`src/logic/rx_startup_regs.vh`:
```
// Purpose: Shared constants for the receiver start-up and mode controller.
// Assumes: Included by bare name; definitions only.
// Notes:   Counts are in reference clock cycles.
`ifndef RX_STARTUP_REGS_VH
`define RX_STARTUP_REGS_VH

// ----------------------------------------------------------------------
// Start-up sequencer states
// ----------------------------------------------------------------------
`define ST_SHUTDOWN 2'h0
`define ST_OSC_START 2'h1
`define ST_PRECHARGE 2'h2
`define ST_RECEIVE 2'h3
`define ST_WIDTH 2

// ----------------------------------------------------------------------
// Timing counts
// ----------------------------------------------------------------------
`define PRECHARGE_CYCLES 5504
`define PRECHARGE_CNT_W 13
`define MCU_CLK_DIVIDE 8

// ----------------------------------------------------------------------
// Synthesizer divider settings per band
// ----------------------------------------------------------------------
`define DIV_W 4
`define FIRST_DIV_LOW_BAND 4'h4
`define SECOND_DIV_LOW_BAND 4'h6
`define FIRST_DIV_HIGH_BAND 4'h2
`define SECOND_DIV_HIGH_BAND 4'hC

// ----------------------------------------------------------------------
// Bit positions of the synchronised pin bundle
// ----------------------------------------------------------------------
`define SYNC_W 9
`define SB_ENABLE 0
`define SB_AMP_HI 1
`define SB_AMP_LO 2
`define SB_BAND 3
`define SB_DEMOD 4
`define SB_THRESH 5
`define SB_OSC_AMP 6
`define SB_SLICER 7
`define SB_MCU_PIN 8

// ----------------------------------------------------------------------
// Reset values
// ----------------------------------------------------------------------
`define RST_STATE `ST_SHUTDOWN
`define RST_DIV_PHASE 3'h0

`endif

```
`src/logic/rx_startup_mode_control.v`:
```
// Purpose: Digital start-up sequencer and mode decoder of the receiver.
// Assumes: CLK is the buffered reference oscillator, 10 MHz; RSTN async low.
// Notes:   All pin inputs pass two flops before any logic reads them.
`timescale 1ns/1ps
`default_nettype none
`include "rx_startup_regs.vh"

module rx_startup_mode_control #(
    parameter PRECHARGE_CYCLES = `PRECHARGE_CYCLES
) (
    // Clock and reset
    input wire CLK,
    input wire RSTN,
    // Mode pins from the host
    input wire RECEIVER_ENABLE_PIN,
    output wire RX_EN_PULLDOWN_EN,
    input wire AMP_SELECT_PIN_HI,
    input wire AMP_SELECT_PIN_LO,
    output reg AMP_MID_BIAS_EN,
    input wire BAND_SELECT_PIN,
    input wire DEMOD_SELECT_PIN,
    input wire THRESHOLD_MODE_PIN,
    // Events from the analog chain
    input wire OSC_AMP_DETECT,
    input wire SLICER_OUT,
    // Block enables
    output reg BIAS_EN,
    output reg OSC_EN,
    output reg REF_BUF_EN,
    output reg FIRST_AMP_EN,
    output reg SECOND_AMP_EN,
    output reg MIXER_EN,
    output reg IF_EN,
    output reg PLL_EN,
    output reg FSK_DEMOD_EN,
    output reg PRECHARGE_EN,
    // Synthesizer and data path settings
    output reg HIGH_BAND_SEL,
    output reg LO2_FROM_FIRST_DIV,
    output reg [`DIV_W-1:0] FIRST_DIV_RATIO,
    output reg [`DIV_W-1:0] SECOND_DIV_RATIO,
    output reg DEMOD_SWITCH_FSK,
    output reg THRESHOLD_SWITCH_PEAK,
    output reg PEAK_DET_EN,
    // Data output pin
    output reg DATA_OUT_PIN_O,
    output reg DATA_OUT_PIN_OE_N,
    // Open-drain microcontroller clock pin
    input wire MCU_CLOCK_PIN_I,
    output wire MCU_CLOCK_PIN_O,
    output reg MCU_CLOCK_PIN_OE_N,
    // Status
    output reg [`ST_WIDTH-1:0] STARTUP_STATE
);

    // ------------------------------------------------------------------
    // Input synchronisation
    // ------------------------------------------------------------------

    wire [`SYNC_W-1:0] pins_raw;
    wire [`SYNC_W-1:0] pins_s;

    assign pins_raw[`SB_ENABLE] = RECEIVER_ENABLE_PIN;
    assign pins_raw[`SB_AMP_HI] = AMP_SELECT_PIN_HI;
    assign pins_raw[`SB_AMP_LO] = AMP_SELECT_PIN_LO;
    assign pins_raw[`SB_BAND] = BAND_SELECT_PIN;
    assign pins_raw[`SB_DEMOD] = DEMOD_SELECT_PIN;
    assign pins_raw[`SB_THRESH] = THRESHOLD_MODE_PIN;
    assign pins_raw[`SB_OSC_AMP] = OSC_AMP_DETECT;
    assign pins_raw[`SB_SLICER] = SLICER_OUT;
    assign pins_raw[`SB_MCU_PIN] = MCU_CLOCK_PIN_I;

    // The amplitude event is an analog comparator level, so it is
    // synchronised like any pin before the sequencer looks at it.
    pin_sync2 #(
        .WIDTH(`SYNC_W)
    ) u_sync (
        .clk(CLK),
        .rstn(RSTN),
        .async_in(pins_raw),
        .sync_out(pins_s)
    );

    wire enable_s = pins_s[`SB_ENABLE];
    wire amp_hi_s = pins_s[`SB_AMP_HI];
    wire amp_lo_s = pins_s[`SB_AMP_LO];
    wire band_s = pins_s[`SB_BAND];
    wire demod_s = pins_s[`SB_DEMOD];
    wire thresh_s = pins_s[`SB_THRESH];
    wire osc_amp_s = pins_s[`SB_OSC_AMP];
    wire slicer_s = pins_s[`SB_SLICER];
    wire mcu_pin_s = pins_s[`SB_MCU_PIN];

    // The pull-down is a fixed pad feature and is never released.
    assign RX_EN_PULLDOWN_EN = 1'b1;

    // ------------------------------------------------------------------
    // Enable edge detection
    // ------------------------------------------------------------------

    reg enable_d_r;
    wire enable_rise;

    always @(posedge CLK or negedge RSTN) begin
        if (!RSTN) begin
            enable_d_r <= 1'b0;
        end else begin
            enable_d_r <= enable_s;
        end
    end

    assign enable_rise = enable_s && !enable_d_r;

    // ------------------------------------------------------------------
    // Start-up sequencer
    // ------------------------------------------------------------------

    localparam [31:0] PRECHARGE_LAST_W = PRECHARGE_CYCLES - 1;
    localparam [`PRECHARGE_CNT_W-1:0] PRECHARGE_LAST = PRECHARGE_LAST_W[`PRECHARGE_CNT_W-1:0];

    reg [`ST_WIDTH-1:0] state_r;
    reg [`ST_WIDTH-1:0] state_nxt;
    reg [`PRECHARGE_CNT_W-1:0] count_r;
    reg [`PRECHARGE_CNT_W-1:0] count_nxt;

    always @* begin
        state_nxt = state_r;
        count_nxt = count_r;
        if (!enable_s) begin
            // Dropping enable wins over every step of the sequence.
            state_nxt = `ST_SHUTDOWN;
            count_nxt = {`PRECHARGE_CNT_W{1'b0}};
        end else begin
            case (state_r)
                `ST_SHUTDOWN: begin
                    if (enable_rise) begin
                        state_nxt = `ST_OSC_START;
                    end
                end
                `ST_OSC_START: begin
                    if (osc_amp_s) begin
                        state_nxt = `ST_PRECHARGE;
                        count_nxt = {`PRECHARGE_CNT_W{1'b0}};
                    end
                end
                `ST_PRECHARGE: begin
                    if (count_r == PRECHARGE_LAST) begin
                        state_nxt = `ST_RECEIVE;
                        count_nxt = {`PRECHARGE_CNT_W{1'b0}};
                    end else begin
                        count_nxt = count_r + {{(`PRECHARGE_CNT_W-1){1'b0}}, 1'b1};
                    end
                end
                `ST_RECEIVE: begin
                    state_nxt = `ST_RECEIVE;
                end
                default: begin
                    state_nxt = `ST_SHUTDOWN;
                    count_nxt = {`PRECHARGE_CNT_W{1'b0}};
                end
            endcase
        end
    end

    always @(posedge CLK or negedge RSTN) begin
        if (!RSTN) begin
            state_r <= `RST_STATE;
            count_r <= {`PRECHARGE_CNT_W{1'b0}};
        end else begin
            state_r <= state_nxt;
            count_r <= count_nxt;
        end
    end

    // ------------------------------------------------------------------
    // Mode decode
    // ------------------------------------------------------------------

    // Selects are decoded continuously; a change while running is taken
    // as is, since the host keeps them steady during operation.
    wire osc_running = (state_nxt != `ST_SHUTDOWN);
    wire chain_up = (state_nxt == `ST_PRECHARGE) || (state_nxt == `ST_RECEIVE);
    wire receiving = (state_nxt == `ST_RECEIVE);
    wire use_first_amp = !amp_hi_s;
    wire use_second_amp = !amp_lo_s;

    // ------------------------------------------------------------------
    // Block enables and settings
    // ------------------------------------------------------------------

    always @(posedge CLK or negedge RSTN) begin
        if (!RSTN) begin
            BIAS_EN <= 1'b0;
            OSC_EN <= 1'b0;
            REF_BUF_EN <= 1'b0;
            FIRST_AMP_EN <= 1'b0;
            SECOND_AMP_EN <= 1'b0;
            MIXER_EN <= 1'b0;
            IF_EN <= 1'b0;
            PLL_EN <= 1'b0;
            FSK_DEMOD_EN <= 1'b0;
            PRECHARGE_EN <= 1'b0;
            AMP_MID_BIAS_EN <= 1'b0;
            LO2_FROM_FIRST_DIV <= 1'b0;
            PEAK_DET_EN <= 1'b0;
            STARTUP_STATE <= `RST_STATE;
        end else begin
            BIAS_EN <= osc_running;
            OSC_EN <= osc_running;
            REF_BUF_EN <= osc_running;
            FIRST_AMP_EN <= chain_up && use_first_amp;
            SECOND_AMP_EN <= chain_up && use_second_amp;
            MIXER_EN <= chain_up;
            IF_EN <= chain_up;
            PLL_EN <= chain_up;
            FSK_DEMOD_EN <= chain_up && demod_s;
            PRECHARGE_EN <= (state_nxt == `ST_PRECHARGE);
            AMP_MID_BIAS_EN <= osc_running;
            LO2_FROM_FIRST_DIV <= chain_up;
            PEAK_DET_EN <= chain_up && thresh_s;
            STARTUP_STATE <= state_nxt;
        end
    end

    always @(posedge CLK or negedge RSTN) begin
        if (!RSTN) begin
            HIGH_BAND_SEL <= 1'b0;
            FIRST_DIV_RATIO <= `FIRST_DIV_LOW_BAND;
            SECOND_DIV_RATIO <= `SECOND_DIV_LOW_BAND;
            DEMOD_SWITCH_FSK <= 1'b0;
            THRESHOLD_SWITCH_PEAK <= 1'b0;
        end else begin
            HIGH_BAND_SEL <= band_s;
            if (band_s) begin
                FIRST_DIV_RATIO <= `FIRST_DIV_HIGH_BAND;
                SECOND_DIV_RATIO <= `SECOND_DIV_HIGH_BAND;
            end else begin
                FIRST_DIV_RATIO <= `FIRST_DIV_LOW_BAND;
                SECOND_DIV_RATIO <= `SECOND_DIV_LOW_BAND;
            end
            DEMOD_SWITCH_FSK <= demod_s;
            THRESHOLD_SWITCH_PEAK <= thresh_s;
        end
    end

    // ------------------------------------------------------------------
    // Data output pin
    // ------------------------------------------------------------------

    // The pin stays released until pre-charge has fully settled, so the
    // host never sees slicer output from uncharged capacitors.
    always @(posedge CLK or negedge RSTN) begin
        if (!RSTN) begin
            DATA_OUT_PIN_O <= 1'b0;
            DATA_OUT_PIN_OE_N <= 1'b1;
        end else begin
            DATA_OUT_PIN_O <= receiving ? slicer_s : 1'b0;
            DATA_OUT_PIN_OE_N <= !receiving;
        end
    end

    // ------------------------------------------------------------------
    // Microcontroller clock output
    // ------------------------------------------------------------------

    wire div_high;
    wire div_sample;
    reg pullup_seen_r;

    clock_divider_by_eight #(
        .DIVIDE(`MCU_CLK_DIVIDE)
    ) u_clock_divider_by_eight (
        .clk(CLK),
        .rstn(RSTN),
        .run(osc_running),
        .div_high(div_high),
        .sample(div_sample)
    );

    // The pin is released during each high half, so its level at the end
    // of that half tells whether a pull-up exists. A grounded or open pin
    // reads low and keeps the output idle; removal is caught within one
    // divided period.
    always @(posedge CLK or negedge RSTN) begin
        if (!RSTN) begin
            pullup_seen_r <= 1'b0;
        end else if (!osc_running) begin
            pullup_seen_r <= 1'b0;
        end else if (div_sample) begin
            pullup_seen_r <= mcu_pin_s;
        end
    end

    assign MCU_CLOCK_PIN_O = 1'b0;

    always @(posedge CLK or negedge RSTN) begin
        if (!RSTN) begin
            MCU_CLOCK_PIN_OE_N <= 1'b1;
        end else begin
            MCU_CLOCK_PIN_OE_N <= !(pullup_seen_r && osc_running && !div_high);
        end
    end

endmodule
`default_nettype wire

```
`src/logic/pin_sync2.v`:
```
// Purpose: Two-flop synchroniser for a bundle of asynchronous levels.
// Assumes: Each bit is an independent level; no bus coherency is needed.
// Notes:   The first stage feeds only the second stage.
`timescale 1ns/1ps
`default_nettype none

module pin_sync2 #(
    parameter WIDTH = 1
) (
    // Clock and reset
    input wire clk,
    input wire rstn,
    // Levels
    input wire [WIDTH-1:0] async_in,
    output reg [WIDTH-1:0] sync_out
);

    reg [WIDTH-1:0] meta_r;

    always @(posedge clk or negedge rstn) begin
        if (!rstn) begin
            meta_r <= {WIDTH{1'b0}};
            sync_out <= {WIDTH{1'b0}};
        end else begin
            meta_r <= async_in;
            sync_out <= meta_r;
        end
    end

endmodule
`default_nettype wire

```
`src/logic/clock_divider_by_eight.v`:
```
// Purpose: Divides the buffered reference clock for the microcontroller pin.
// Assumes: Run is a level from the same clock domain.
// Notes:   Sample pulses in the last cycle of the released (high) half.
`timescale 1ns/1ps
`default_nettype none
`include "rx_startup_regs.vh"

module clock_divider_by_eight #(
    parameter DIVIDE = `MCU_CLK_DIVIDE
) (
    // Clock and reset
    input wire clk,
    input wire rstn,
    // Control
    input wire run,
    // Divided clock
    output reg div_high,
    output wire sample
);

    reg [2:0] phase_r;
    wire [2:0] phase_nxt;
    localparam [31:0] LAST_W = DIVIDE - 1;
    localparam [31:0] HALF_W = DIVIDE / 2;
    localparam [2:0] LAST = LAST_W[2:0];
    localparam [2:0] HALF = HALF_W[2:0];

    assign phase_nxt = !run ? `RST_DIV_PHASE :
                       (phase_r == LAST) ? 3'h0 : phase_r + 3'h1;
    assign sample = run && (phase_r == HALF - 3'h1);

    always @(posedge clk or negedge rstn) begin
        if (!rstn) begin
            phase_r <= `RST_DIV_PHASE;
            div_high <= 1'b1;
        end else begin
            phase_r <= phase_nxt;
            div_high <= (phase_nxt < HALF);
        end
    end

endmodule
`default_nettype wire

```
`config.mk`:
```
export PLATFORM = sky130hd
export DESIGN_NAME = rx_startup_mode_control
export DESIGN_NICKNAME = d
export VERILOG_FILES = /design/src/logic/rx_startup_mode_control.v /design/src/logic/pin_sync2.v /design/src/logic/clock_divider_by_eight.v
export VERILOG_INCLUDE_DIRS = /design/src /design/src/logic
export SDC_FILE = /design/constraint.sdc
export NUM_CORES = 1
export LEC_CHECK = 0
export CAP_MARGIN = 20
export CORE_MARGIN = 1
export CORE_UTILIZATION = 35
export DETAILED_ROUTE_END_ITERATION = 10
export DONT_BUFFER_PORTS = 1
export MAX_ROUTING_LAYER = met4
export PLACE_DENSITY = 0.45
export SETUP_SLACK_MARGIN = 0.1
export SYNTH_ARGS = -nofsm -noshare
export SYNTH_HDL_FRONTEND = slang
export SYNTH_HIERARCHICAL = 1
export SYNTH_SLANG_ARGS = --single-unit
```
`constraint.sdc`:
```
create_clock -name CLK -period 3.26 [get_ports CLK]
set_input_delay 0.163 -clock CLK [delete_from_list [all_inputs] [get_ports CLK]]
set_output_delay 0.163 -clock CLK [all_outputs]
set_load 0.01 [all_outputs]
```
# Word level (Yosys, flattened, before mapping)
# Index checks and enable logic that the tools add are counted.
[op_classes]
eq_ne = 11
n_lt_le_gt_ge = 1
n_reduce_logical = 18
n_addsub = 2
muxes = 16
[op_table]
columns = ["operator", "n"]
rows = [
  ["$mux W13", 3],
  ["$pmux W13 S2", 1],
  ["$add A13 B1 Y13 const B", 1],
  ["$eq A13 B13 Y1 const B", 1],
  ["$mux W3", 3],
  ["$eq A2 B2 Y1 const B", 4],
  ["$logic_and A1 B1 Y1", 8],
  ["$mux W2", 4],
  ["$pmux W2 S4", 1],
  ["$logic_not A1 Y1", 6],
  ["$mux W4", 1],
  ["$add A3 B1 Y3 const B", 1],
  ["$eq A3 B2 Y1 const B", 1],
  ["$eq A3 B3 Y1 const B", 1],
  ["$lt A3 B3 Y1 const B", 1],
  ["$mux W1", 3],
  ["$ne A3 B2 Y1 const B", 1],
  ["$ne A3 B3 Y1 const B", 1],
  ["$eq A2 B1 Y1 const B", 1],
  ["$logic_not A2 Y1", 1],
  ["$ne A2 B1 Y1 const B", 1],
  ["$reduce_and A2 Y1", 1],
  ["$reduce_bool A2 Y1", 1],
  ["$logic_or A1 B1 Y1", 1],
]
[totals]
reg_bits = 60
output_inout_bits = 31
in_bits = 11
wordCells = 71

# Longest topological paths before layout
[depth]
ltp_word = 9
mapped_depth = 6
mapped_depth_nobuf = 5

# Modules after synthesis
# The synthesis kept the hierarchy.
[modules_own_cells]
columns = ["module", "instances", "area_each_um2", "cells_per_inst"]
rows = [
  ["rx_startup_mode_control", 1, 1562.7, 147],
  ["pin_sync2", 1, 450.4, 18],
  ["clock_divider_by_eight", 1, 182.7, 13],
]

# Worst setup path before layout
# OpenSTA, ideal clock, no wires.
[synth_timing]
path_type = "reg2reg"
start = "register count_r[0]"
end = "register count_r[12]"
stages_incl_launch_ff = 7
path_buffers = 1
t_arrival_ns = 1.414
synth_period_minus_slack_ns = 1.517
slack_ns = 1.743
cell_sequence = "dfrtp_1 > ha_1 > and3_1 > buf_2 > nand4_4 > nand2_1 > o41ai_2"
[synth_via]
elab_chain_len = 4
[synth_lines]
columns = ["item", "line", "source"]
rows = [
  ["from (decl)", "rx_startup_mode_control.v:123", "reg [`PRECHARGE_CNT_W-1:0] count_r;"],
  ["from (signal assigned)", "rx_startup_mode_control.v:168", "count_r <= {`PRECHARGE_CNT_W{1'b0}};"],
  ["from (signal assigned)", "rx_startup_mode_control.v:171", "count_r <= count_nxt;"],
  ["$add A13 B1 Y13 / $eq A13 B13 Y1 (equally long branches)", "rx_startup_mode_control.v:151, rx_startup_mode_control.v:147", ""],
  ["$mux W13 (*)", "rx_startup_mode_control.v:147", "if (count_r == PRECHARGE_LAST) begin"],
  ["$pmux W13 S2 (*)", "rx_startup_mode_control.v:134", "case (state_r)"],
  ["$mux W13 (*)", "rx_startup_mode_control.v:129", "if (!enable_s) begin"],
]
# Every way passes the cells marked *; elsewhere a longest branch is shown, timed or not.
# A chain may end at the register's enable or synchronous reset.

==> impl_results.md <==
- Num CTS Buffers: 5
- Largest family of logic cells by synthesized area: simple AND/OR/NAND/NOR gates
- CP max-delay cell: dfrtp_1
- Final Hold Vio Count: 0
- CP Launch Type: flip-flop
- Setup CP Type: reg2reg
- Die H: 81.21 µm
- Cell Chain, Critical Path: and3b_1 -> nor3b_4 -> a32o_1 -> a31o_1
- Synthesized flop and latch total: 53
- Leak pwr: 0.001057 µW
- Post-synthesis compound-gate area fraction: 0.09516
- Nets: 197
- Starting DRT DRC Count: 60
- Antenna viol nets, final: 0
- Routability congestion estimate from global placement: 0.8198
- Post-Synth Adder-Cell Area: 0.02279
- Die width: 81.21 µm
- CTS H-Tree Depth: 2
- Max-cap violations: 0
- Simple-gate share of the synthesized area: 0.1897
- CTS Sinks: 53
- Pin count of the biggest net entering global routing: 54
- IR drop worst, VDD: 0.2083 mV
- Worst Skew: 0.004979 ns
- Commonest non-fill, non-tap cells in the layout: dfrtp_1 (49), nand2_1 (13), dlygate4sd3_1 (10)
- Fin crit period: 1.732 ns
- Multi-input logic area: 716.9 µm²
- Vias in the first global route: 1,327
- Setup WS post-layout: 1.528 ns
- Aggregate global-route resource usage: 0.1261
- Worst path required time: 3.50 ns
- Post-synth ARST share: 1.000
- Sequential cell area: 1331 µm²
- GRT overflow: 0
- Clock buffer depth: 2
- Core area: 5991 µm²
- Register area share after synthesis: 0.6063
- DR pass1 iterations: 4
- Clock latency at the later pin of the worst-skew pair: 0.30 ns
- Post-route design area: 2379 µm²
- Total Die Area: 6594 µm²
- Initial core utilization: 0.3665
- RSZ-0062 raised after global routing: false
- Fillers: 579
- Share of layout cells above drive strength 1: 0.1366
- Via density: 4.915
- DRC viols: 0
- Via count: 1,268
- Reg clk slew, reported paths: 0.09 ns
- Count of cell types in the netlist: 54
- Pwr per Cell Area: 476.5 nW/µm²
- Reg2Reg Depth: 4
- Synth Cell Area: 2196 µm²
- Clk network pwr share: 0.312
- Seq pwr share: 0.629
- Post-synthesis mux area share: 0.004558
- Net Sw Frac: 0.2373
- Fin cells: 258
- Critical Path Fanout Max: 13
- CTS tree: yes
- Final wirelength: 3.469 mm
- Final setup fails: 0
- Commonest non-fill, non-tap cell in the layout: dfrtp_1
- DPL Wire Length: 2.296 mm
- Worst hold-check path type: reg2reg
- Syn Inst Count: 178
- EDFF count, synth: 0
- Port Buffer Count: 0
- Dpl ws: 1.521 ns
- Clock Root Buffer: clkbuf_8
- DR WL/cell: 13.45 µm
- Slew HR: 0.5971
- Internal power: 864.4 µW
- Synth Area in XOR/XNOR: 0.003989
- Max Fclk: 577.3 MHz
- Pins Over Slew Limit: 0
- Switching pwr: 269.0 µW
- Setup TNS Final: 0 ns
- Antenna violations before repair: 0
- Worst EP arrival: 1.98 ns
- Synth Flop Type: dfrtp_1
- Diodes inserted: 0
- Outcome: complete, no violations
- Tightest Pin Transition: 0.6037 ns
- Part of the power in combinational logic: 0.059
- Mapped Avg Cell Area: 12.34 µm²
- Placed Cells: 239
- Cell row count: 28
- First-pass GRT wire length: 5.961 mm
- Ports: 42
- Yosys warnings: 6
- Tcrit/Tclk final: 0.5314
- Placed cell areas: 2165 µm²
- Max incr delay on CP: 0.54 ns
- Hold Path Stages: 0
- Area Growth Syn to Fin: 8.319%
- Crit. End Element: flip-flop
[final timing paths]
| check | from | to | slack (ns) |
|---|---|---|---|
| max | STARTUP_STATE[0]$_DFF_PN0_ | count_r[11]$_DFFE_PN0P_ | 1.53 |
| min | u_sync/meta_r[1]$_DFF_PN0_ | u_sync/sync_out[1]$_DFF_PN0_ | 0.35 |
| max reg2reg | STARTUP_STATE[0]$_DFF_PN0_ | count_r[11]$_DFFE_PN0P_ | 1.53 |
| min reg2reg | u_sync/meta_r[1]$_DFF_PN0_ | u_sync/sync_out[1]$_DFF_PN0_ | 0.35 |
| max in group asynchronous | RSTN | DATA_OUT_PIN_OE_N$_DFF_PN1_ | 2.60 |
| min in group asynchronous | RSTN | PRECHARGE_EN$_DFF_PN0_ | 0.38 |
[worst max-delay path: cells and delay by family, from the launching register on]
family           cells  cell delay, ns
AND/OR/NAND/NOR      2            0.84
flip-flops           1            0.54
AO/OA/AOI/OAI        2            0.29
[area by class of cell]
type	instances	area share
multi-input cells	105	0.3014
clock inverters	2	0.005786
clock buffers	6	0.03051
inverters	6	0.009469
repair buffers	11	0.05366
flip-flops and latches	53	0.5597
well taps	75	0.03945
[flip-flops by register name (all words and copies together), names as in the netlist, 2 cells and up]
| name | flops |
|---|---|
| u_clock_divider_by_eight/phase_r | 3 |
| u_sync/meta_r | 9 |
| STARTUP_STATE | 2 |
| count_r | 13 |
| u_sync/sync_out | 9 |
[routing by layer]
metal	routed length (µm)	GRT usage
met5	0	-
met4	63	0.06071
met3	235	0.04382
met2	1590	0.1941
met1	1580	0.1465
[Yosys cell counts, types with 4 or more instances]
cell	count	area [µm²]
buf_4	15	112.6
nor2_1	8	30.03
nor2b_1	4	25.02
dfstp_2	4	105.1
o21ai_0	7	35.03
dfrtp_1	49	1226
ha_1	4	50.05
nand2_1	13	48.80
inv_1	6	22.52
and2_1	5	31.28
nand3_1	7	35.03
[what timing repair did]
action,in CTS,in global routing
hold buffers,11,0
buffers inserted,0,0
hold endpoints to repair,62,0
resized for setup,0,0
[metrics by stage]
| step | hold WS (ns) | util | power (µW) |
|---|---|---|---|
| 6_report | 0.3537 | 0.3970 | 1133 |
| 5_1_grt | 0.3761 | 0.3970 | 1197 |
| 4_1_cts | 0.3568 | 0.3970 | 1156 |
| 3_5_place_dp | -0.1310 | 0.3613 | 769.2 |
| 3_3_place_gp | -0.1313 | 0.3613 | 768.0 |
| 2_1_floorplan | -0.1326 | - | 774.1 |
[kinds of logic (layout without fill, tap and decap cells)]
family	after synthesis	in the layout
compound gates	28	28
xor+xnor	1	1
fa+ha+maj	4	4
buf+inv	24	25
flops	53	53
mux	1	1
other cells	2	6
simple gates	65	65
[power groups by stage]
| stage | sequential [µW] | combinational [µW] | clock, µW |
|---|---|---|---|
| after floorplan | 716 | 58.1 | 0 |
| after global placement | 726 | 42.2 | 0 |
| after detailed placement | 727 | 42.7 | 0 |
| after CTS | 714 | 69.1 | 373 |
| after global routing | 718 | 77.5 | 402 |
| final | 713 | 67.1 | 354 |
Note: power is estimated with default switching activity, not from simulation.
